[src/rtcc_pkg.sv]
// Shared constants for the calendar timekeeping core
package rtcc_pkg;
   // Register byte offsets on the Avalon-MM bus
   localparam logic [5:0] OFS_SECONDS = 6'h00;
   localparam logic [5:0] OFS_MINUTES = 6'h04;
   localparam logic [5:0] OFS_HOURS = 6'h08;
   localparam logic [5:0] OFS_WEEKDAY = 6'h0C;
   localparam logic [5:0] OFS_DATE = 6'h10;
   localparam logic [5:0] OFS_MONTH = 6'h14;
   localparam logic [5:0] OFS_YEAR = 6'h18;
   localparam logic [5:0] OFS_CONTROL = 6'h1C;
   localparam logic [5:0] OFS_TRICKLE = 6'h20;
   localparam logic [5:0] OFS_FLAG = 6'h24;
   localparam logic [5:0] OFS_POWER = 6'h28;
   localparam logic [5:0] OFS_IRQ_STATUS = 6'h2C;
   localparam logic [5:0] OFS_IRQ_MASK = 6'h30;
   // Field positions
   localparam int BIT_HALT = 7;
   localparam int BIT_LEVEL = 7;
   localparam int BIT_SQW = 6;
   localparam int BIT_STOP = 7;
   localparam int BIT_PWR_BACKUP = 0;
   localparam int BIT_PWR_READY = 1;
   localparam int IRQ_SECOND = 0;
   localparam int IRQ_STOP = 1;
   localparam int IRQ_POWER = 2;
   // Reset values
   localparam logic [7:0] RST_CONTROL = 8'h80;
   localparam logic [7:0] RST_TRICKLE = 8'h00;
   localparam logic [7:0] RST_FLAG = 8'h80;
   // Trickle-charge select codes
   localparam logic [7:0] TRK_R250 = 8'hA5;
   localparam logic [7:0] TRK_R2000 = 8'hA6;
   localparam logic [7:0] TRK_R4000 = 8'hA7;
   // Time base
   localparam int CRYSTAL_HZ = 32768;
   localparam int SQW_HZ = 512;
   localparam int SQW_HALF = CRYSTAL_HZ / SQW_HZ / 2;
   localparam int STOP_CYC = 1024;
   // Recovery time after power returns, in microseconds
   localparam int RECOVERY_US = 2000;
   localparam int MCLK_MHZ = 200;
   localparam int RECOVERY_CYC = RECOVERY_US * MCLK_MHZ;
endpackage : rtcc_pkg

[src/rtcc_edge.sv]
// Two-flop synchroniser with rising-edge pulse
`timescale 1ns/10ps
module rtcc_edge #(
   // Level held in reset; match the pin's idle level to avoid a false edge
   parameter logic RESET_LEVEL = 1'b0
) (
   // Clock and reset
   input wire logic mclk_i,
   input wire logic rst_n_i,
   // Asynchronous level in, synced level and rising pulse out
   input wire logic async_i,
   output logic level_o,
   output logic rise_o
);
   logic meta;
   logic sync;
   logic last;
   always_ff @(posedge mclk_i or negedge rst_n_i) begin
      if (!rst_n_i) begin
         meta <= RESET_LEVEL;
         sync <= RESET_LEVEL;
         last <= RESET_LEVEL;
      end else begin
         meta <= async_i;
         sync <= meta;
         last <= sync;
      end
   end
   assign level_o = sync;
   assign rise_o = sync & ~last;
endmodule : rtcc_edge

[src/rtcc_cal.sv]
// Calendar arithmetic for one counter stage
`timescale 1ns/10ps
module rtcc_cal (
   // Current month and year, binary
   input wire logic [3:0] month_i,
   input wire logic [6:0] year_i,
   // Last valid date of the month
   output logic [4:0] last_day_o
);
   wire leap = (year_i[1:0] == 2'b00);
   wire short30 = (month_i == 4'd4) || (month_i == 4'd6) ||
                  (month_i == 4'd9) || (month_i == 4'd11);
   wire feb = (month_i == 4'd2);
   assign last_day_o = feb ? (leap ? 5'd29 : 5'd28) :
                       (short30 ? 5'd30 : 5'd31);
endmodule : rtcc_cal

[src/rtcc_core.sv]
// Timekeeping core: calendar, test/level pin, power and trickle logic
`timescale 1ns/10ps
// What this block does
// Seconds through years cascade, each stage carried by the one below.
// Date wraps at the month's real last day, February 29 in leap years.
// Square-wave select high: pin toggles at 512Hz from the crystal.
// Square-wave select low: pin shows the static level bit.
// Pin is open drain: pulls low for 0, released for 1, any supply.
// Host waits up to 2 ms after power returns before access.
// Recovery delay only while oscillator enabled and running.
// Stop flag set once oscillator stopped for the minimum period.
// Codes A5h, A6h, A7h pick the small, middle, large resistor.
// Software never picks the 250 ohm path above 3.63V supply.
// On main power loss switch to secondary supply, counters keep running.
// Two-wire serial bus with open-drain data and external pull-up; the core has an Avalon-MM slave instead.
// Level bit 7 resets 1, square-wave select bit 6 resets 0.
// Halt bit 7 of seconds register stops oscillator, resets 0.
// Three trickle resistors nominally 250, 2000 and 4000 ohms.
// One-second tick from dividing the crystal by 32768.
// Stop flag stays set until software writes it to zero.
module rtcc_core #(
   parameter int RECOVERY_CYCLES = rtcc_pkg::RECOVERY_CYC,
   parameter int STOP_CYCLES = rtcc_pkg::STOP_CYC,
   parameter int TICK_DIV = rtcc_pkg::CRYSTAL_HZ
) (
   // Clock and reset
   input wire logic mclk_i,
   input wire logic rst_n_i,
   // Avalon-MM slave
   input wire logic [5:0] avs_address_i,
   input wire logic avs_read_i,
   input wire logic avs_write_i,
   input wire logic [31:0] avs_writedata_i,
   output logic [31:0] avs_readdata_o,
   output logic avs_waitrequest_o,
   // Crystal time base and main supply sense
   input wire logic crystal_in_i,
   input wire logic main_power_good_i,
   // Test/level pin, open drain
   input wire logic test_level_pin_i,
   output logic test_level_pin_o,
   output logic test_level_pin_oe_o,
   // Supply and charger control
   output logic secondary_supply_sel_o,
   output logic [2:0] trickle_res_sel_o,
   output logic crystal_drive_en_o,
   // Interrupt
   output logic irq_o
);
   logic [14:0] div;
   logic [5:0] sec;
   logic [5:0] min;
   logic [4:0] hour;
   logic [2:0] wday;
   logic [4:0] date;
   logic [3:0] month;
   logic [6:0] year;
   logic [7:0] control;
   logic [7:0] trickle;
   logic stop_flag;
   logic halt;
   logic [2:0] irq_status;
   logic [2:0] irq_mask;
   logic [31:0] rdata;
   logic ack;
   logic pin_q;
   logic [5:0] sqw_cnt;
   logic [$clog2(STOP_CYCLES+1)-1:0] stop_cnt;
   logic [$clog2(RECOVERY_CYCLES+1)-1:0] rec_cnt;
   logic xtal_lvl;
   logic xtal_rise;
   logic pwr_lvl;
   logic pwr_rise;
   logic pwr_last;
   logic [4:0] last_day;

   // Crystal and supply sense cross into the bus clock
   rtcc_edge u_xtal (
      .mclk_i(mclk_i),
      .rst_n_i(rst_n_i),
      .async_i(crystal_in_i),
      .level_o(xtal_lvl),
      .rise_o(xtal_rise)
   );
   // Main supply idles high; starting high keeps reset from faking a return
   rtcc_edge #(.RESET_LEVEL(1'b1)) u_pwr (
      .mclk_i(mclk_i),
      .rst_n_i(rst_n_i),
      .async_i(main_power_good_i),
      .level_o(pwr_lvl),
      .rise_o(pwr_rise)
   );
   rtcc_cal u_cal (
      .month_i(month),
      .year_i(year),
      .last_day_o(last_day)
   );

   // Bus decode; one wait cycle so the master samples waitrequest low once
   wire acc = (avs_read_i | avs_write_i) & ~ack;
   wire wr = avs_write_i & ~ack;
   wire [7:0] wd = avs_writedata_i[7:0];
   wire wr_sec = wr && avs_address_i == rtcc_pkg::OFS_SECONDS;
   wire wr_min = wr && avs_address_i == rtcc_pkg::OFS_MINUTES;
   wire wr_hour = wr && avs_address_i == rtcc_pkg::OFS_HOURS;
   wire wr_wday = wr && avs_address_i == rtcc_pkg::OFS_WEEKDAY;
   wire wr_date = wr && avs_address_i == rtcc_pkg::OFS_DATE;
   wire wr_month = wr && avs_address_i == rtcc_pkg::OFS_MONTH;
   wire wr_year = wr && avs_address_i == rtcc_pkg::OFS_YEAR;
   wire wr_ctl = wr && avs_address_i == rtcc_pkg::OFS_CONTROL;
   wire wr_trk = wr && avs_address_i == rtcc_pkg::OFS_TRICKLE;
   wire wr_flag = wr && avs_address_i == rtcc_pkg::OFS_FLAG;
   wire wr_ist = wr && avs_address_i == rtcc_pkg::OFS_IRQ_STATUS;
   wire wr_imask = wr && avs_address_i == rtcc_pkg::OFS_IRQ_MASK;

   // Oscillator runs while not halted, on main or secondary supply alike
   wire osc_run = ~halt;
   wire tick_in = xtal_rise & osc_run;
   wire sec_tick = tick_in && div == 15'(TICK_DIV - 1);
   wire c_sec = sec_tick && sec == 6'd59;
   wire c_min = c_sec && min == 6'd59;
   wire c_hour = c_min && hour == 5'd23;
   wire c_date = c_hour && date == last_day;
   wire c_month = c_date && month == 4'd12;
   wire stop_now = stop_cnt == STOP_CYCLES[$bits(stop_cnt)-1:0];
   wire stop_evt = stop_now & ~stop_flag;
   wire pwr_fall = ~pwr_lvl & pwr_last;
   wire [2:0] irq_set = {pwr_fall | pwr_rise, stop_evt, sec_tick};
   wire ready = rec_cnt == '0;

   always_ff @(posedge mclk_i or negedge rst_n_i) begin
      if (!rst_n_i) begin
         div <= '0;
      end else if (wr_sec) begin
         div <= '0;
      end else if (sec_tick) begin
         div <= '0;
      end else if (tick_in) begin
         div <= div + 15'd1;
      end
   end

   // Counters: a bus write to a field wins over the carry that cycle
   always_ff @(posedge mclk_i or negedge rst_n_i) begin
      if (!rst_n_i) begin
         sec <= '0;
         min <= '0;
         hour <= '0;
         wday <= 3'd1;
         date <= 5'd1;
         month <= 4'd1;
         year <= '0;
         halt <= 1'b0;
      end else begin
         if (wr_sec) begin
            sec <= wd[5:0];
            halt <= wd[rtcc_pkg::BIT_HALT];
         end else if (sec_tick) begin
            sec <= c_sec ? 6'd0 : sec + 6'd1;
         end
         if (wr_min) min <= wd[5:0];
         else if (c_sec) min <= c_min ? 6'd0 : min + 6'd1;
         if (wr_hour) hour <= wd[4:0];
         else if (c_min) hour <= c_hour ? 5'd0 : hour + 5'd1;
         if (wr_wday) wday <= wd[2:0];
         else if (c_hour) wday <= (wday == 3'd7) ? 3'd1 : wday + 3'd1;
         if (wr_date) date <= wd[4:0];
         else if (c_hour) date <= c_date ? 5'd1 : date + 5'd1;
         if (wr_month) month <= wd[3:0];
         else if (c_date) month <= c_month ? 4'd1 : month + 4'd1;
         if (wr_year) year <= wd[6:0];
         else if (c_month) year <= (year == 7'd99) ? 7'd0 : year + 7'd1;
      end
   end

   always_ff @(posedge mclk_i or negedge rst_n_i) begin
      if (!rst_n_i) begin
         control <= rtcc_pkg::RST_CONTROL;
         trickle <= rtcc_pkg::RST_TRICKLE;
         irq_mask <= '0;
      end else begin
         if (wr_ctl) control <= wd;
         if (wr_trk) trickle <= wd;
         if (wr_imask) irq_mask <= avs_writedata_i[2:0];
      end
   end

   // Stop detect: a crystal edge restarts the count, halt lets it run
   always_ff @(posedge mclk_i or negedge rst_n_i) begin
      if (!rst_n_i) begin
         stop_cnt <= '0;
      end else if (xtal_rise && osc_run) begin
         stop_cnt <= '0;
      end else if (!stop_now) begin
         stop_cnt <= stop_cnt + 1'b1;
      end
   end

   // Set wins over the clear written in the same cycle
   always_ff @(posedge mclk_i or negedge rst_n_i) begin
      if (!rst_n_i) begin
         stop_flag <= rtcc_pkg::RST_FLAG[rtcc_pkg::BIT_STOP];
         irq_status <= '0;
      end else begin
         if (stop_now) stop_flag <= 1'b1;
         else if (wr_flag && !wd[rtcc_pkg::BIT_STOP]) stop_flag <= 1'b0;
         irq_status <= irq_set | (irq_status &
                       ~(wr_ist ? avs_writedata_i[2:0] : 3'b000));
      end
   end

   // Recovery delay after power returns, only if the oscillator runs
   always_ff @(posedge mclk_i or negedge rst_n_i) begin
      if (!rst_n_i) begin
         rec_cnt <= '0;
         pwr_last <= 1'b1;
      end else begin
         pwr_last <= pwr_lvl;
         if (pwr_rise && osc_run && !stop_flag) begin
            rec_cnt <= RECOVERY_CYCLES[$bits(rec_cnt)-1:0];
         end else if (!osc_run || !pwr_lvl) begin
            rec_cnt <= '0;
         end else if (!ready) begin
            rec_cnt <= rec_cnt - 1'b1;
         end
      end
   end

   // 512Hz square wave: 32 crystal edges per half period
   always_ff @(posedge mclk_i or negedge rst_n_i) begin
      if (!rst_n_i) begin
         sqw_cnt <= '0;
         pin_q <= 1'b1;
      end else if (!control[rtcc_pkg::BIT_SQW]) begin
         sqw_cnt <= '0;
         pin_q <= control[rtcc_pkg::BIT_LEVEL];
      end else if (tick_in) begin
         if (sqw_cnt == 6'(rtcc_pkg::SQW_HALF - 1)) begin
            sqw_cnt <= '0;
            pin_q <= ~pin_q;
         end else begin
            sqw_cnt <= sqw_cnt + 6'd1;
         end
      end
   end

   always_comb begin
      case (avs_address_i)
         rtcc_pkg::OFS_SECONDS: rdata = {24'h0, halt, 1'b0, sec};
         rtcc_pkg::OFS_MINUTES: rdata = {26'h0, min};
         rtcc_pkg::OFS_HOURS: rdata = {27'h0, hour};
         rtcc_pkg::OFS_WEEKDAY: rdata = {29'h0, wday};
         rtcc_pkg::OFS_DATE: rdata = {27'h0, date};
         rtcc_pkg::OFS_MONTH: rdata = {28'h0, month};
         rtcc_pkg::OFS_YEAR: rdata = {25'h0, year};
         rtcc_pkg::OFS_CONTROL: rdata = {24'h0, control};
         rtcc_pkg::OFS_TRICKLE: rdata = {24'h0, trickle};
         rtcc_pkg::OFS_FLAG: rdata = {24'h0, stop_flag, 7'h0};
         rtcc_pkg::OFS_POWER: rdata = {30'h0, ready, ~pwr_lvl};
         rtcc_pkg::OFS_IRQ_STATUS: rdata = {29'h0, irq_status};
         rtcc_pkg::OFS_IRQ_MASK: rdata = {29'h0, irq_mask};
         default: rdata = 32'h0000_0000;
      endcase
   end

   // Outputs registered; waitrequest held high until the access is ready
   always_ff @(posedge mclk_i or negedge rst_n_i) begin
      if (!rst_n_i) begin
         ack <= 1'b0;
         avs_readdata_o <= '0;
         avs_waitrequest_o <= 1'b1;
         test_level_pin_o <= 1'b0;
         test_level_pin_oe_o <= 1'b0;
         secondary_supply_sel_o <= 1'b0;
         trickle_res_sel_o <= '0;
         crystal_drive_en_o <= 1'b0;
         irq_o <= 1'b0;
      end else begin
         ack <= acc;
         avs_waitrequest_o <= ~acc;
         if (acc) avs_readdata_o <= rdata;
         test_level_pin_o <= 1'b0;
         test_level_pin_oe_o <= ~pin_q;
         secondary_supply_sel_o <= ~pwr_lvl;
         trickle_res_sel_o <= {trickle == rtcc_pkg::TRK_R4000,
                               trickle == rtcc_pkg::TRK_R2000,
                               trickle == rtcc_pkg::TRK_R250};
         crystal_drive_en_o <= osc_run;
         irq_o <= |(irq_status & irq_mask);
      end
   end

   a_flag_sticky: assert property (@(posedge mclk_i) disable iff (!rst_n_i)
      stop_flag && !wr_flag |=> stop_flag)
      else $error("stop flag dropped without a write");
   a_flag_sets: assert property (@(posedge mclk_i) disable iff (!rst_n_i)
      stop_now |=> stop_flag)
      else $error("stop flag not set after stop period");
   a_pin_level: assert property (@(posedge mclk_i) disable iff (!rst_n_i)
      !control[rtcc_pkg::BIT_SQW] ##2 !control[rtcc_pkg::BIT_SQW]
      |-> test_level_pin_oe_o == ~$past(control[rtcc_pkg::BIT_LEVEL], 2))

      else $error("pin does not follow level bit");
   a_pin_drain: assert property (@(posedge mclk_i) disable iff (!rst_n_i)
      test_level_pin_o == 1'b0)
      else $error("pin driven high");
   a_sec_wrap: assert property (@(posedge mclk_i) disable iff (!rst_n_i)
      c_sec && !wr_sec && !wr_min |=> sec == 6'd0 &&
      min == ($past(min) == 6'd59 ? 6'd0 : $past(min) + 6'd1))
      else $error("seconds carry wrong");
   a_date_wrap: assert property (@(posedge mclk_i) disable iff (!rst_n_i)
      c_date && !wr_date |=> date == 5'd1)
      else $error("date did not wrap at month end");
   a_trk_sel: assert property (@(posedge mclk_i) disable iff (!rst_n_i)
      trickle == rtcc_pkg::TRK_R250 ##1 1'b1 |-> trickle_res_sel_o == 3'b001)

      else $error("trickle select wrong");
   a_rec_skip: assert property (@(posedge mclk_i) disable iff (!rst_n_i)
      !osc_run |=> ready)
      else $error("recovery delay with oscillator halted");
   a_backup_sel: assert property (@(posedge mclk_i) disable iff (!rst_n_i)
      !pwr_lvl |=> secondary_supply_sel_o)
      else $error("no switch to secondary supply");
   a_tick_div: assert property (@(posedge mclk_i) disable iff (!rst_n_i)
      sec_tick |=> div == 15'h0000)
      else $error("divider did not wrap on tick");
endmodule : rtcc_core

[config.mk]
export PLATFORM = sky130hd
export DESIGN_NAME = rtcc_core
export DESIGN_NICKNAME = d
export VERILOG_FILES = /design/src/rtcc_pkg.sv /design/src/rtcc_edge.sv /design/src/rtcc_cal.sv /design/src/rtcc_core.sv
export SDC_FILE = /design/constraint.sdc
export NUM_CORES = 1
export LEC_CHECK = 0
export ABC_AREA = 1
export ABC_CLOCK_PERIOD_IN_PS = 2000
export BUFFER_PORTS_ARGS = -buffer_cell sky130_fd_sc_hd__buf_2
export CAP_MARGIN = 15
export CORE_UTILIZATION = 55
export CTS_BUF_LIST = sky130_fd_sc_hd__clkbuf_8
export DETAILED_ROUTE_END_ITERATION = 7
export GPL_TIMING_DRIVEN = 1
export PLACE_DENSITY = 0.87
export SYNTH_ARGS = -nofsm -noshare
export SYNTH_HDL_FRONTEND = slang
export SYNTH_SLANG_ARGS = --single-unit
[constraint.sdc]
create_clock -name mclk_i -period 2 [get_ports mclk_i]
set_clock_uncertainty 0.2 [all_clocks]
set_input_delay 0.2 -clock mclk_i [delete_from_list [all_inputs] [get_ports mclk_i]]
set_output_delay 0.2 -clock mclk_i [all_outputs]
set_load 0.01 [all_outputs]
==> Yosys cells after proc, flatten, opt, wreduce, memory -nomap -nowiden <==
Cells that the tools add are included.
{ "totals": {"regBits": 159, "in_bits": 45, "out_inout_bits": 41, "elab_cells": 183} }
{ "classes": {"addsub": 11, "n_eq_ne": 34, "n_mux": 42, "n_bitwise": 21, "n_reduce_logical": 43} }
{ "ops": {"columns": ["cell", "count"], "rows": [
  ["8-bit one-hot mux with 13 select lines", 1],
  ["19-bit 2-to-1 mux", 3],
  ["6-bit 2-to-1 mux", 9],
  ["15-bit 2-to-1 mux", 3],
  ["6-bit == test, second input constant", 7],
  ["5-bit 2-to-1 mux", 7],
  ["6-bit by 5-bit == test with 1-bit output, second input constant", 5],
  ["8-bit == test, second input constant", 3],
  ["1-bit logical AND", 22],
  ["11-bit 2-to-1 mux", 2],
  ["7-bit 2-to-1 mux", 3],
  ["19-bit logical NOT", 1],
  ["19-bit by 1-bit subtractor with 19-bit output, second input constant", 1],
  ["6-bit by 1-bit adder with 6-bit output, second input constant", 3],
  ["2-bit nonzero test", 8],
  ["15-bit by 1-bit adder with 15-bit output, second input constant", 1],
  ["15-bit == test, second input constant", 1],
  ["4-bit == test, second input constant", 3],
  ["6-bit by 4-bit == test with 1-bit output, second input constant", 2],
  ["3-bit 2-to-1 mux", 4],
  ["4-bit 2-to-1 mux", 3],
  ["11-bit by 1-bit adder with 11-bit output, second input constant", 1],
  ["11-bit == test, second input constant", 1],
  ["5-bit by 1-bit adder with 5-bit output, second input constant", 2],
  ["26 further kinds", 55]
]} }

==> Longest topological paths before layout <==
Gate-level depths: netlist of run 1.
{ "logic_depth": {"ltp_word": 12, "ltp_mapped": 13, "ltp_nobuf": 13} }

==> Cells and area by module <==
A second synthesis of run 1 with hierarchy kept.
{ "unflattened": {"hier_cells": 998, "area_unflattened_um2": 7805.0} }
{ "by_module_without_submodules": {"columns": ["module", "instances", "cells_each", "area_each_um2", "seq_area_each_um2"], "rows": [
  ["rtcc_core", 1, 973, 7553.5, 3263.1],
  ["rtcc_edge (u_pwr)", 1, 5, 88.8, 78.8],
  ["rtcc_edge (u_xtal)", 1, 5, 85.1, 75.1],
  ["rtcc_cal", 1, 15, 77.6, 0.0]
]} }

==> Worst setup path after synthesis of run 1 <==
OpenSTA, ideal clock, no wires.
{ "synth_path": {"kind": "flip-flop to flip-flop", "startpoint": "reg month[0]", "endpoint": "reg year[4]", "setup_ns": 0.065, "arrival_ns": 1.742, "required_time_ns": 1.735, "setup_slack_ns": -0.007, "stages_incl_launch_ff": 14, "n_path_buf": 0, "synth_period_minus_slack_ns": 2.007, "cell_sequence": "dfstp_2 -> inv_1 -> ha_1 -> inv_1 -> nand2_1 -> nand2_1 -> nand3_1 -> nand2_1 -> nand2_1 -> nor2_4 -> nand3_1 -> nand2_1 -> nand2_1 -> nand2_1"} }
{ "synth_between": {"elab_chain_len": 10, "word_cells_on_any_way": 15, "classes_between": "7 x eq/ne; 2 x mux; 6 x reduce/logical"} }
{ "synth_lines": {"columns": ["element", "line", "source"], "rows": [
  ["from (decl)", "rtcc_core.sv:56", "logic [3:0] month;"],
  ["from (signal assigned)", "rtcc_core.sv:169", "if (wr_month) month <= wd[3:0];"],
  ["from (signal assigned)", "rtcc_core.sv:170", "else if (c_date) month <= c_month ? 4'd1 : month + 4'd1;"],
  ["4-bit by 3-bit == test with 1-bit output", "rtcc_cal.sv:11", "wire short30 = (month_i == 4'd4) || (month_i == 4'd6) ||"],
  ["1-bit logical OR (2 in series)", "rtcc_cal.sv:11", null],
  ["1-bit logical OR", "rtcc_cal.sv:12", "(month_i == 4'd9) || (month_i == 4'd11);"],
  ["1-bit 2-to-1 mux", "rtcc_cal.sv:15", "(short30 ? 5'd30 : 5'd31);"],
  ["5-bit 2-to-1 mux", "rtcc_cal.sv:14", "assign last_day_o = feb ? (leap ? 5'd29 : 5'd28) :"],
  ["5-bit == test", "rtcc_core.sv:123", "wire c_date = c_hour && date == last_day;"],
  ["1-bit logical AND", "rtcc_core.sv:123", null],
  ["1-bit logical AND *", "rtcc_core.sv:124", "wire c_month = c_date && month == 4'd12;"],
  ["2-bit nonzero test (no source line) *", null, null],
  ["to (signal assigned)", "rtcc_core.sv:171", "if (wr_year) year <= wd[6:0];"],
  ["to (signal assigned)", "rtcc_core.sv:172", "else if (c_month) year <= (year == 7'd99) ? 7'd0 : year + 7'd1;"],
  ["to (decl)", "rtcc_core.sv:57", "logic [6:0] year;"]
]} }
Mark *: on every way between the ends. The rest lies on a longest branch, timed or not.
A chain may end at the register's enable or synchronous reset.

==> Worst setup path in the final report of run 1 <==
{ "layout_path": {"startpoint": "reg sec[0]", "endpoint": "reg year[0]"} }
{ "layout_between": {"elab_chain_len": 7} }
{ "layout_lines": {"columns": ["element", "line", "source"], "rows": [
  ["from (decl)", "rtcc_core.sv:51", "logic [5:0] sec;"],
  ["from (signal assigned)", "rtcc_core.sv:156", "sec <= wd[5:0];"],
  ["from (signal assigned)", "rtcc_core.sv:159", "sec <= c_sec ? 6'd0 : sec + 6'd1;"],
  ["6-bit == test", "rtcc_core.sv:120", "wire c_sec = sec_tick && sec == 6'd59;"],
  ["1-bit logical AND", "rtcc_core.sv:120", null],
  ["1-bit logical AND", "rtcc_core.sv:121", "wire c_min = c_sec && min == 6'd59;"],
  ["1-bit logical AND", "rtcc_core.sv:122", "wire c_hour = c_min && hour == 5'd23;"],
  ["1-bit logical AND", "rtcc_core.sv:123", null],
  ["1-bit logical AND", "rtcc_core.sv:124", null],
  ["2-bit nonzero test (no source line)", null, null]
]} }
Every way passes these cells.

==> flow_metrics.env, run 1 <==
export IMPL_outcome="finished with violations"
export IMPL_failed_checks="setup timing"
export IMPL_clk_pin_slew_ns=0.08
export IMPL_die_h_microns=120.6
export IMPL_synth_area_sq_um=7739
export IMPL_viasPerCell=5.563
export IMPL_crit_chain="ha_2, nand3b_1, nor2_1, buf_4, nand4_1, nor2_1, buf_4, nand3_2, nand2_4, nand2_1, nand2_1"
export IMPL_drive_gt1_frac=0.2070
export IMPL_power_leakage_nw=4.551
export IMPL_critical_path_top_delay_family="simple AND/OR/NAND/NOR gates"
export IMPL_layout_commonest_cell="nand2_1"
export IMPL_rsz0062_at_grt="yes"
export IMPL_syn_area_per_cell_sq_um=7.849
export IMPL_report_final_slew_viol_count=0
export IMPL_power_total_mw=8.422
export IMPL_min_path_type="in2async"
export IMPL_synth_fa_ha_area_frac=0.03072
export IMPL_crit_cells=11
export IMPL_clk_latency_ns=0.46
export IMPL_dp_worst_setup_slack_ns=-0.08450
export IMPL_yosys_cell_types_count=49
export IMPL_track_usage=0.2748
export IMPL_cts_tree="built"
export IMPL_path_class="reg2reg"
export IMPL_io_pins=86
export IMPL_syn2layout_area_growth_pct=19.29
export IMPL_drt_iter0_drc=797
export IMPL_port_buffers=35
export IMPL_nets=1167
export IMPL_dp_cells=1231
export IMPL_cap_violations=0
export IMPL_utilization=0.6835
export IMPL_die_w_microns=120.6
export IMPL_num_rows=42
export IMPL_first_global_vias=6652
export IMPL_drt_total_wl_mm=19.30
export IMPL_grt_antenna_before_repair=0
export IMPL_gp_congestion=0.9127
export IMPL_core_area_sq_um=13510
export IMPL_insertedDiodeCount=0
export IMPL_synth_top_family_by_area="simple AND/OR/NAND/NOR gates"
export IMPL_die_area_sq_um=14550
export IMPL_drc_errors=0
export IMPL_endpoint_kind="register"
export IMPL_crit_fanout=7
export IMPL_setup_viol=8
export IMPL_hold_violations=0
export IMPL_htreeDepth=4
export IMPL_vias=7187
export IMPL_ys_seq_elements=135
export IMPL_grt_max_degree=51
export IMPL_cts_buffers=17
export IMPL_ant_nets=0
export IMPL_dr_pass1_iters=8
export IMPL_cp_start_kind="register"
export IMPL_muxShareOfSynthArea=0
export IMPL_grt_overflow=0
export IMPL_r2r_worst_path_cells=11
export IMPL_start_util=0.5730
export IMPL_cpMaxStageDelayCell="dfrtp_1"
export IMPL_routedWlPerCell_microns=14.93
export IMPL_synth_compound_area_frac=0.1138
export IMPL_timing_final_crit_share=1.025
export IMPL_yosys_area_share_simple=0.2977
export IMPL_cp_num_buf_inv=2
export IMPL_layout_common_cells="nand2_1 (231), dfrtp_1 (123), inv_1 (112)"
export IMPL_synth_xor_xnor_area_share=0.02603
export IMPL_synth_warning_count=0
export IMPL_layout_min_cycle_time_ns=2.051
export IMPL_syn_inst=986
export IMPL_cp_arrival_ns=2.25
export IMPL_power_density_nw_per_um2=912.3
export IMPL_cts_sinks=135
export IMPL_clockBufferDepth=2
export IMPL_crit_path_max_incr_delay_ns=0.37
export IMPL_fmax_ghz=0.4877
export IMPL_grt_pass1_wl_mm=31.31
export IMPL_post_dp_hpwl_mm=13.25
export IMPL_layout_setup_ws_ns=-0.05058
export IMPL_ys_seq_area_frac=0.4382
export IMPL_clockRootBuffer="clkbuf_8"
export IMPL_crit_required_ns=2.20
export IMPL_ir_drop_uv=528.3
export IMPL_final_cells=1292
==> area by class of cell <==
cell class,instances,area [sq um]
clock inverters,14,150.1
repair buffers,107,794.5
clock buffers,18,247.7
well taps,176,220.2
fillers,1007,4274
multi-input cells,712,3924
inverters,130,501.7
flip-flops and latches,135,3393
==> routing by layer <==
layer	part of all wire	track usage	vias to the layer above
met4	0.028	0.1088	0
met1	0.42	0.3549	3375
li1	-	-	3430
met2	0.48	0.4472	324
met5	0	0	-
met3	0.075	0.06321	58
==> report_power, final <==
group	total [mW]	switching (mW)	internal, mW
logic	2.58	1.56	1.02
clock network	2.30	1.15	1.15
registers	3.55	0.385	3.16
==> logic make-up after synthesis <==
logic type / Yosys count
other cells: 1
simple gates: 494
xor+xnor: 23
buf+inv: 163
flops: 135
compound gates: 151
fa+ha+maj: 19
==> worst paths after layout <==
path | from | endpoint | slack, ns
max in group asynchronous | rst_n_i | u_pwr.level_o | 0.91
min in group mclk_i | avs_address_i[0] | avs_readdata_o[6] | 0.07
worst min-delay path | rst_n_i | stop_cnt[5] | 0.02
worst min register to register | u_xtal.meta | u_xtal.level_o | 0.16
worst max-delay path | sec[0] | year[0] | -0.05
worst max register to register | sec[0] | year[0] | -0.05
==> sequential cells by signal (all words and copies together), names as in the netlist, 3 cells and up <==
signal and cells:
div 15, irq_status 3, sqw_cnt 6, trickle 8, control 8, rec_cnt 19, hour 5, irq_mask 3
avs_readdata_o 8, stop_cnt 11, min 6, sec 6, trickle_res_sel_o 3, month 4, date 5, year 7
wday 3
==> metrics by stage <==
| stage | hold slack [ns] | TNS [ns] | area [sq um] |
|---|---|---|---|
| final | 0.02394 | -0.2709 | 9231 |
| after global routing | 0.02651 | -2.031 | 9231 |
| after CTS | 0.01688 | -0.02753 | 9022 |
| after detailed placement | -0.04912 | -0.7879 | 8356 |
| after floorplan | -0.2956 | 0 | 7839 |
| after global placement | -0.05076 | -0.2219 | 8356 |
==> synth_stat cells, drive strengths merged <==
master	n	area share
nor4	6	0.0049
ha	19	0.031
and3	1	0.00081
o21bai	1	0.00097
buf	27	0.027
nand2	253	0.13
conb	1	0.00048
xnor2	5	0.0057
o211ai	11	0.011
nor2	105	0.067
a22o	1	0.0011
clkinv	3	0.0015
dfstp	10	0.034
a31oi	6	0.0049
a211oi	4	0.0039
o21ai	64	0.041
a22oi	3	0.0029
dfrtp	125	0.40
a32o	1	0.0013
o221ai	9	0.010
nand4	15	0.014
inv	127	0.062
a211o	1	0.0011
o211a	1	0.0013
nor3b	1	0.00097
o22ai	3	0.0024
xor2	18	0.020
nand3b	5	0.0049
o311ai	1	0.0011
nor3	25	0.017
o2111ai	1	0.0011
a21oi	44	0.029
clkbuf	6	0.0029
nand3	81	0.058
or2	2	0.0016
==> what timing repair did <==
item	in CTS	in global routing
hold buffers	13	0
endpoints found under the setup margin	17	69
pin swaps	10	23
buffers inserted	8	8
gates resized for setup	18	47
endpoints found under the hold margin	153	0
Power figures use the tool's default switching activity.
==> run 2: changes to the inputs <==
--- a/config.mk
+++ b/config.mk
@@ -16,4 +16,5 @@
 export PLACE_DENSITY = 0.87
 export SYNTH_ARGS = -nofsm -noshare
 export SYNTH_HDL_FRONTEND = slang
+export SYNTH_HIERARCHICAL = 1
 export SYNTH_SLANG_ARGS = --single-unit
==> run 2 against run 1 <==
  * The run still ends with setup timing left
  * Final area shrank 0.47%
  * Worst setup slack lost 0.077 ns
  * Fmax shrank 3.6%
  * Clock-buffer cell count grew 2
  * Register-to-register slack lost 0.08 ns
  * Global-route usage shrank 0.91 points
  * Synthesized cell count grew 1.2%
  * Synthesized area grew 0.86%
  * Critical path depth grew 2
  * Hold slack lost 0.0049 ns
  * Sequential share of layout area grew 0.43 points
  * Critical path type unchanged
  * Critical endpoint is now month[2]
==> flow_metrics.env, run 2 <==
export IMPL_cp_start_kind="register"
export IMPL_synth_flop_cell="dfrtp_1"
export IMPL_cp_arrival_ns=2.29
export IMPL_layout_min_cycle_time_ns=2.128
export IMPL_setup_viol=13
export IMPL_syn_inst=998
export IMPL_largest_reg_flops=19
export IMPL_clk_pin_slew_ns=0.08
export IMPL_vias=7259
export IMPL_ant_nets=0
export IMPL_min_path_type="in2async"
export IMPL_dp_worst_setup_slack_ns=-0.04337
export IMPL_largestRegisters="rec_cnt x19, div x15, stop_cnt x11"
export IMPL_fin_area_sq_um=9188
export IMPL_syn2layout_area_growth_pct=17.71
export IMPL_met1_length_mm=8.090
export IMPL_final_cells=1301
export IMPL_die_area_sq_um=14670
export IMPL_rsz0062_at_grt="yes"
export IMPL_fmax_ghz=0.4700
export IMPL_first_global_vias=6658
export IMPL_cap_violations=0
export IMPL_dr_pass1_iters=6
export IMPL_crit_required_ns=2.16
export IMPL_yosysMostFrequentCell="nand2_1"
export IMPL_ir_drop_uv=485.7
export IMPL_layout_common_cells="nand2_1 (235), dfrtp_1 (125), inv_1 (111)"
export IMPL_cts_sinks=136
export IMPL_die_h_microns=121.1
export IMPL_post_dp_hpwl_mm=13.52
export IMPL_drc_errors=0
export IMPL_cts_buffers=17
export IMPL_ys_seq_area_frac=0.4378
export IMPL_power_density_nw_per_um2=887.0
export IMPL_gp_congestion=0.9477
export IMPL_layout_setup_ws_ns=-0.1279
export IMPL_route_top_layer_used="met4"
export IMPL_clk_latency_ns=0.46
export IMPL_synth_edf_count=0
export IMPL_outcome="finished with violations"
export IMPL_track_usage=0.2657
export IMPL_routedWlPerCell_microns=15.17
export IMPL_dr_wl_met2_mm=9.577
export IMPL_synth_top_area_frac=0.4008
export IMPL_grt_pass1_wl_mm=30.55
export IMPL_clockBufferDepth=2
export IMPL_path_class="reg2reg"
export IMPL_start_util=0.5623
export IMPL_grt_overflow=0
export IMPL_ys_top_cells_by_area="dfrtp_1 (40%), nand2_1 (12%), inv_1 (5.6%), nand3_1 (4.9%), o21ai_0 (4.6%)"
export IMPL_syn_area_per_cell_sq_um=7.821
export IMPL_failed_checks="setup timing"
export IMPL_regMostFlops="rec_cnt"
export IMPL_port_buffers=35
export IMPL_async_reset_ff_frac=1.000
export IMPL_grt_antenna_before_repair=0
export IMPL_synth_top_area_cell="dfrtp_1"
export IMPL_synth_area_sq_um=7805
export IMPL_nets=1167
export IMPL_drt_total_wl_mm=19.73
export IMPL_num_rows=43
export IMPL_report_final_slew_viol_count=0
export IMPL_dpl_instance_area_sq_um=8424
export IMPL_grt_max_degree=44
export IMPL_layout_commonest_cell="nand2_1"
export IMPL_routed_wl_met3_mm=1.545
export IMPL_crit_fanout=7
export IMPL_viasPerCell=5.580
export IMPL_synth_warning_count=6
export IMPL_die_w_microns=121.1
export IMPL_htreeDepth=4
export IMPL_power_leakage_nw=4.596
export IMPL_yosys_cell_types_count=46
export IMPL_dp_cells=1247
export IMPL_drt_iter0_drc=844
export IMPL_hold_violations=0
export IMPL_drive_gt1_frac=0.2096
export IMPL_insertedDiodeCount=0
export IMPL_ys_seq_elements=136
export IMPL_io_pins=86
export IMPL_core_area_sq_um=13880
export IMPL_timing_final_crit_share=1.064
export IMPL_cts_tree="built"
export IMPL_endpoint_kind="register"
export IMPL_clockRootBuffer="clkbuf_8"
export IMPL_synth_common_cells="nand2_1 (246), dfrtp_1 (125), inv_1 (116)"
run 2: cell count changes after synthesis, moves of 5 or more:
cell     previous run  this run
a21oi_1            42        49
a31oi_1             6         1
buf_2               0         6
ha_1               19        14
inv_2               8        13
nor2_1             84        79
nor3_1             24        13
o21ai_0            63        72
run 2: kinds of logic (layout without fill, tap and decap cells):
logic type	after synthesis	in the layout	synth area share
other cells	2	28	0.0009622
flops	136	136	0.4378
simple gates	492	493	0.2999
fa+ha+maj	14	14	0.02244
buf+inv	171	267	0.09811
compound gates	164	164	0.1194
xor+xnor	19	19	0.02132
run 2: metrics by stage:
step | TNS [ns] | utilization | hold WS [ns] | total power, mW
floorplan | 0 | - | -0.2956 | 4.934
CTS | 0 | 0.6458 | 0.01800 | 7.960
global placement | 0 | 0.6069 | -0.05595 | 5.491
global route | -3.160 | 0.6619 | 0.06052 | 8.612
detailed placement | -0.2581 | 0.6069 | -0.04868 | 5.579
finish | -1.160 | 0.6619 | 0.01907 | 8.149
run 2: worst max-delay path: stages, from the launching register on:
cell and delay [ns]:
dfrtp_1 0.42, nor2_2 0.21, nand3_1 0.15, nand3_2 0.12, inv_2 0.04, nand2_1 0.05
nand2_1 0.06, nor2_2 0.13, inv_2 0.06, nor2_4 0.18, nand3_4 0.16, inv_2 0.11
nand2_2 0.05, o211ai_1 0.10
run 2: timing repair:
item / 4_1_cts / 5_1_grt
gates resized for setup: 1 / 47
gates cloned: 0 / 1
hold buffers: 11 / 0
pin swaps: 1 / 22
setup buffers: 1 / 9
endpoints found under the hold margin: 150 / 0
setup endpoints to repair: 11 / 43
run 2: layout make-up:
type	count	area, sq um
clock buffers	20	275.3
clock inverters	12	141.4
fillers	1061	4693
inverters	130	496.7
multi-input cells	718	3872
flip-flops and latches	136	3417
well taps	180	225.2
repair buffers	105	759.5
run 2: power by group:
part	switching [mW]	internal (mW)	leakage, nW	total, mW
Sequential	0.345	3.14	1.77	3.49
Combinational	1.36	0.915	2.63	2.28
Clock	1.16	1.22	0.195	2.38
Total	2.87	5.28	4.60	8.15
run 2: routing by layer:
layer / global-route usage / vias to the layer above
met5: 0 / -
met2: 0.4364 / 331
met3: 0.05827 / 55
li1: - / 3435
met1: 0.3438 / 3438
met4: 0.09722 / 0
run 2: worst paths after layout:
kind / startpoint / to / slack [ns] / depth (start not counted)
max: month[2] / month[2] / -0.13 / 13
min: rst_n_i / rec_cnt[17] / 0.02 / 2
max reg2reg: month[2] / month[2] / -0.13 / 13
min reg2reg: u_pwr/meta / u_pwr/level_o / 0.17 / 0
max in group asynchronous: rst_n_i / avs_waitrequest_o / 0.89 / 3
min in group mclk_i: avs_read_i / avs_waitrequest_o / 0.03 / 3
==> run 3: changes to the inputs <==
--- a/config.mk
+++ b/config.mk
@@ -6,14 +6,14 @@
 export NUM_CORES = 1
 export LEC_CHECK = 0
 export ABC_AREA = 1
-export ABC_CLOCK_PERIOD_IN_PS = 2000
+export ABC_CLOCK_PERIOD_IN_PS = 2600
 export BUFFER_PORTS_ARGS = -buffer_cell sky130_fd_sc_hd__buf_2
 export CAP_MARGIN = 15
-export CORE_UTILIZATION = 55
+export CORE_UTILIZATION = 65
 export CTS_BUF_LIST = sky130_fd_sc_hd__clkbuf_8
 export DETAILED_ROUTE_END_ITERATION = 7
 export GPL_TIMING_DRIVEN = 1
-export PLACE_DENSITY = 0.87
+export PLACE_DENSITY = 0.95
 export SYNTH_ARGS = -nofsm -noshare
 export SYNTH_HDL_FRONTEND = slang
 export SYNTH_HIERARCHICAL = 1
==> constraint.sdc (replaced) <==
create_clock -name mclk_i -period 2.6 [get_ports mclk_i]
set_clock_uncertainty 0.2 [all_clocks]
set_input_delay 0.26 -clock mclk_i [delete_from_list [all_inputs] [get_ports mclk_i]]
set_output_delay 0.26 -clock mclk_i [all_outputs]
set_load 0.01 [all_outputs]
==> run 3 against run 2 <==
  * Die area is 15% lower
  * The run ends with DRC left
  * Sequential share of layout area up 2.6 points
  * Power decreased by 26%
==> flow_metrics.env, run 3 (synthesized netlist as in run 2, its figures left out) <==
export IMPL_drc_errors=6
export IMPL_num_rows=39
export IMPL_min_path_type="in2async"
export IMPL_p_seq_frac=0.448
export IMPL_clk_pin_slew_ns=0.07
export IMPL_layout_common_cells="nand2_1 (246), dfrtp_1 (125), inv_1 (119)"
export IMPL_cts_buffers=17
export IMPL_ir_drop_uv=372.3
export IMPL_ant_nets=0
export IMPL_drive_gt1_frac=0.1402
export IMPL_largestRegisters="rec_cnt x19, div x15, stop_cnt x11"
export IMPL_timing_final_crit_share=0.8960
export IMPL_drt_total_wl_mm=18.83
export IMPL_outcome="finished with violations"
export IMPL_post_dp_hpwl_mm=12.72
export IMPL_viasPerCell=5.890
export IMPL_core_area_sq_um=11560
export IMPL_largest_reg_flops=19
export IMPL_postCtsSetupRepairBufs=0
export IMPL_p_comb_frac=0.249
export IMPL_drt_iter0_drc=874
export IMPL_layout_min_cycle_time_ns=2.330
export IMPL_clockBufferDepth=2
export IMPL_layout_commonest_cell="nand2_1"
export IMPL_cts_tree="built"
export IMPL_grt_overflow=0
export IMPL_die_h_microns=111.6
export IMPL_power_leakage_nw=4.353
export IMPL_setup_viol=0
export IMPL_fin_area_sq_um=8593
export IMPL_crit_fanout=6
export IMPL_cp_start_kind="register"
export IMPL_clk_latency_ns=0.45
export IMPL_switching_power_mw=2.054
export IMPL_die_w_microns=111.6
export IMPL_rsz0062_at_grt="no"
export IMPL_p_sw_frac=0.3406
export IMPL_p_clk_frac=0.303
export IMPL_gp_congestion=0.9548
export IMPL_p_int_mw=3.977
export IMPL_dpl_instance_area_sq_um=8065
export IMPL_dp_worst_setup_slack_ns=0.4382
export IMPL_first_global_vias=6752
export IMPL_nets=1116
export IMPL_start_util=0.6749
export IMPL_vias=7144
export IMPL_layout_setup_ws_ns=0.2704
export IMPL_dr_pass1_iters=8
export IMPL_regMostFlops="rec_cnt"
export IMPL_insertedDiodeCount=0
export IMPL_cts_sinks=136
export IMPL_syn2layout_area_growth_pct=10.10
export IMPL_port_buffers=35
export IMPL_hold_violations=0
export IMPL_routedWlPerCell_microns=15.53
export IMPL_fin_setup_tns_ns=0
export IMPL_grt_pass1_wl_mm=31.35
export IMPL_grt_antenna_before_repair=1
export IMPL_path_class="reg2reg"
export IMPL_fmax_ghz=0.4293
export IMPL_cp_arrival_ns=2.46
export IMPL_filler_cell_count=790
export IMPL_io_pins=86
export IMPL_die_area_sq_um=12450
export IMPL_failed_checks="DRC"
export IMPL_endpoint_kind="register"
export IMPL_crit_required_ns=2.73
export IMPL_report_final_slew_viol_count=0
export IMPL_grt_max_degree=50
export IMPL_track_usage=0.3191
export IMPL_cap_violations=0
export IMPL_power_density_nw_per_um2=701.8
export IMPL_htreeDepth=4
export IMPL_clockRootBuffer="clkbuf_8"
run 3: changes by cell type in the layout (fill, tap and decap cells not counted), moves of 4 or more:
cell | previous run | this run
buf_4 | 57 | 8
nand2_1 | 235 | 246
inv_1 | 111 | 119
nand2_2 | 15 | 7
nor2_1 | 72 | 79
clkinvlp_4 | 6 | 1
nor2_4 | 15 | 10
clkinv_2 | 0 | 4
o21ai_0 | 68 | 72
run 3: area by class of cell:
type / instances / area (sq um) / share of cell area
multi-input combinational: 717 / 3720 / 0.4329
sequential: 136 / 3417 / 0.3976
inverter: 130 / 488.0 / 0.05679
timing repair buffer: 55 / 371.6 / 0.04324
clock buffer: 21 / 289.0 / 0.03363
tap: 143 / 178.9 / 0.02082
clock inverter: 11 / 128.9 / 0.01500
run 3: metal layers:
metal / global-route usage / share of wire
met1: 0.4024 / 0.40
met2: 0.5138 / 0.47
met3: 0.07567 / 0.082
met4: 0.1685 / 0.040
met5: 0 / 0.00069
run 3: per-stage QoR:
stage          hold WS, ns  total power [mW]  std cells  utilization
2_1_floorplan      -0.2356             3.795       1024            -
3_3_place_gp      -0.04654             4.064       1170       0.6974
3_5_place_dp      -0.04199             4.144       1170       0.6974
4_1_cts            0.04139             6.022       1213       0.7430
5_1_grt            0.05820             6.372       1213       0.7430
6_report           0.04442             6.031       1213       0.7430
run 3: worst paths after layout:
path	startpoint	slack, ns	to	cells past startpoint
hold reg to reg	u_xtal/meta	0.15	u_xtal/level_o	0
setup / recovery	rec_cnt[0]	0.27	rec_cnt[13]	7
hold / removal	rst_n_i	0.04	rec_cnt[14]	2
min in group mclk_i	avs_read_i	0.08	avs_waitrequest_o	3
setup reg to reg	rec_cnt[0]	0.27	rec_cnt[13]	7
max in group asynchronous	rst_n_i	1.39	wday[0]	3
run 3: critical path: stages (launching register included):
cell     delay, ns
dfrtp_1       0.39
inv_1         0.17
ha_1          0.25
nand2_1       0.11
nor2_1        0.22
nand4_1       0.33
nor3_1        0.44
nor3_1        0.10
run 3: power by group through the flow:
stage	registers, mW	logic (mW)	clock network (mW)
floorplan	2.66	1.14	0
global placement	2.71	1.35	0
detailed placement	2.73	1.42	0
CTS	2.70	1.48	1.85
global route	2.74	1.69	1.94
finish	2.70	1.50	1.83
run 3: timing repair:
action | 4_1_cts | 5_1_grt
hold endpoints to repair | 146 | 0
setup endpoints to repair | 0 | 0
hold buffers | 11 | 0
gates resized for setup | 0 | 0
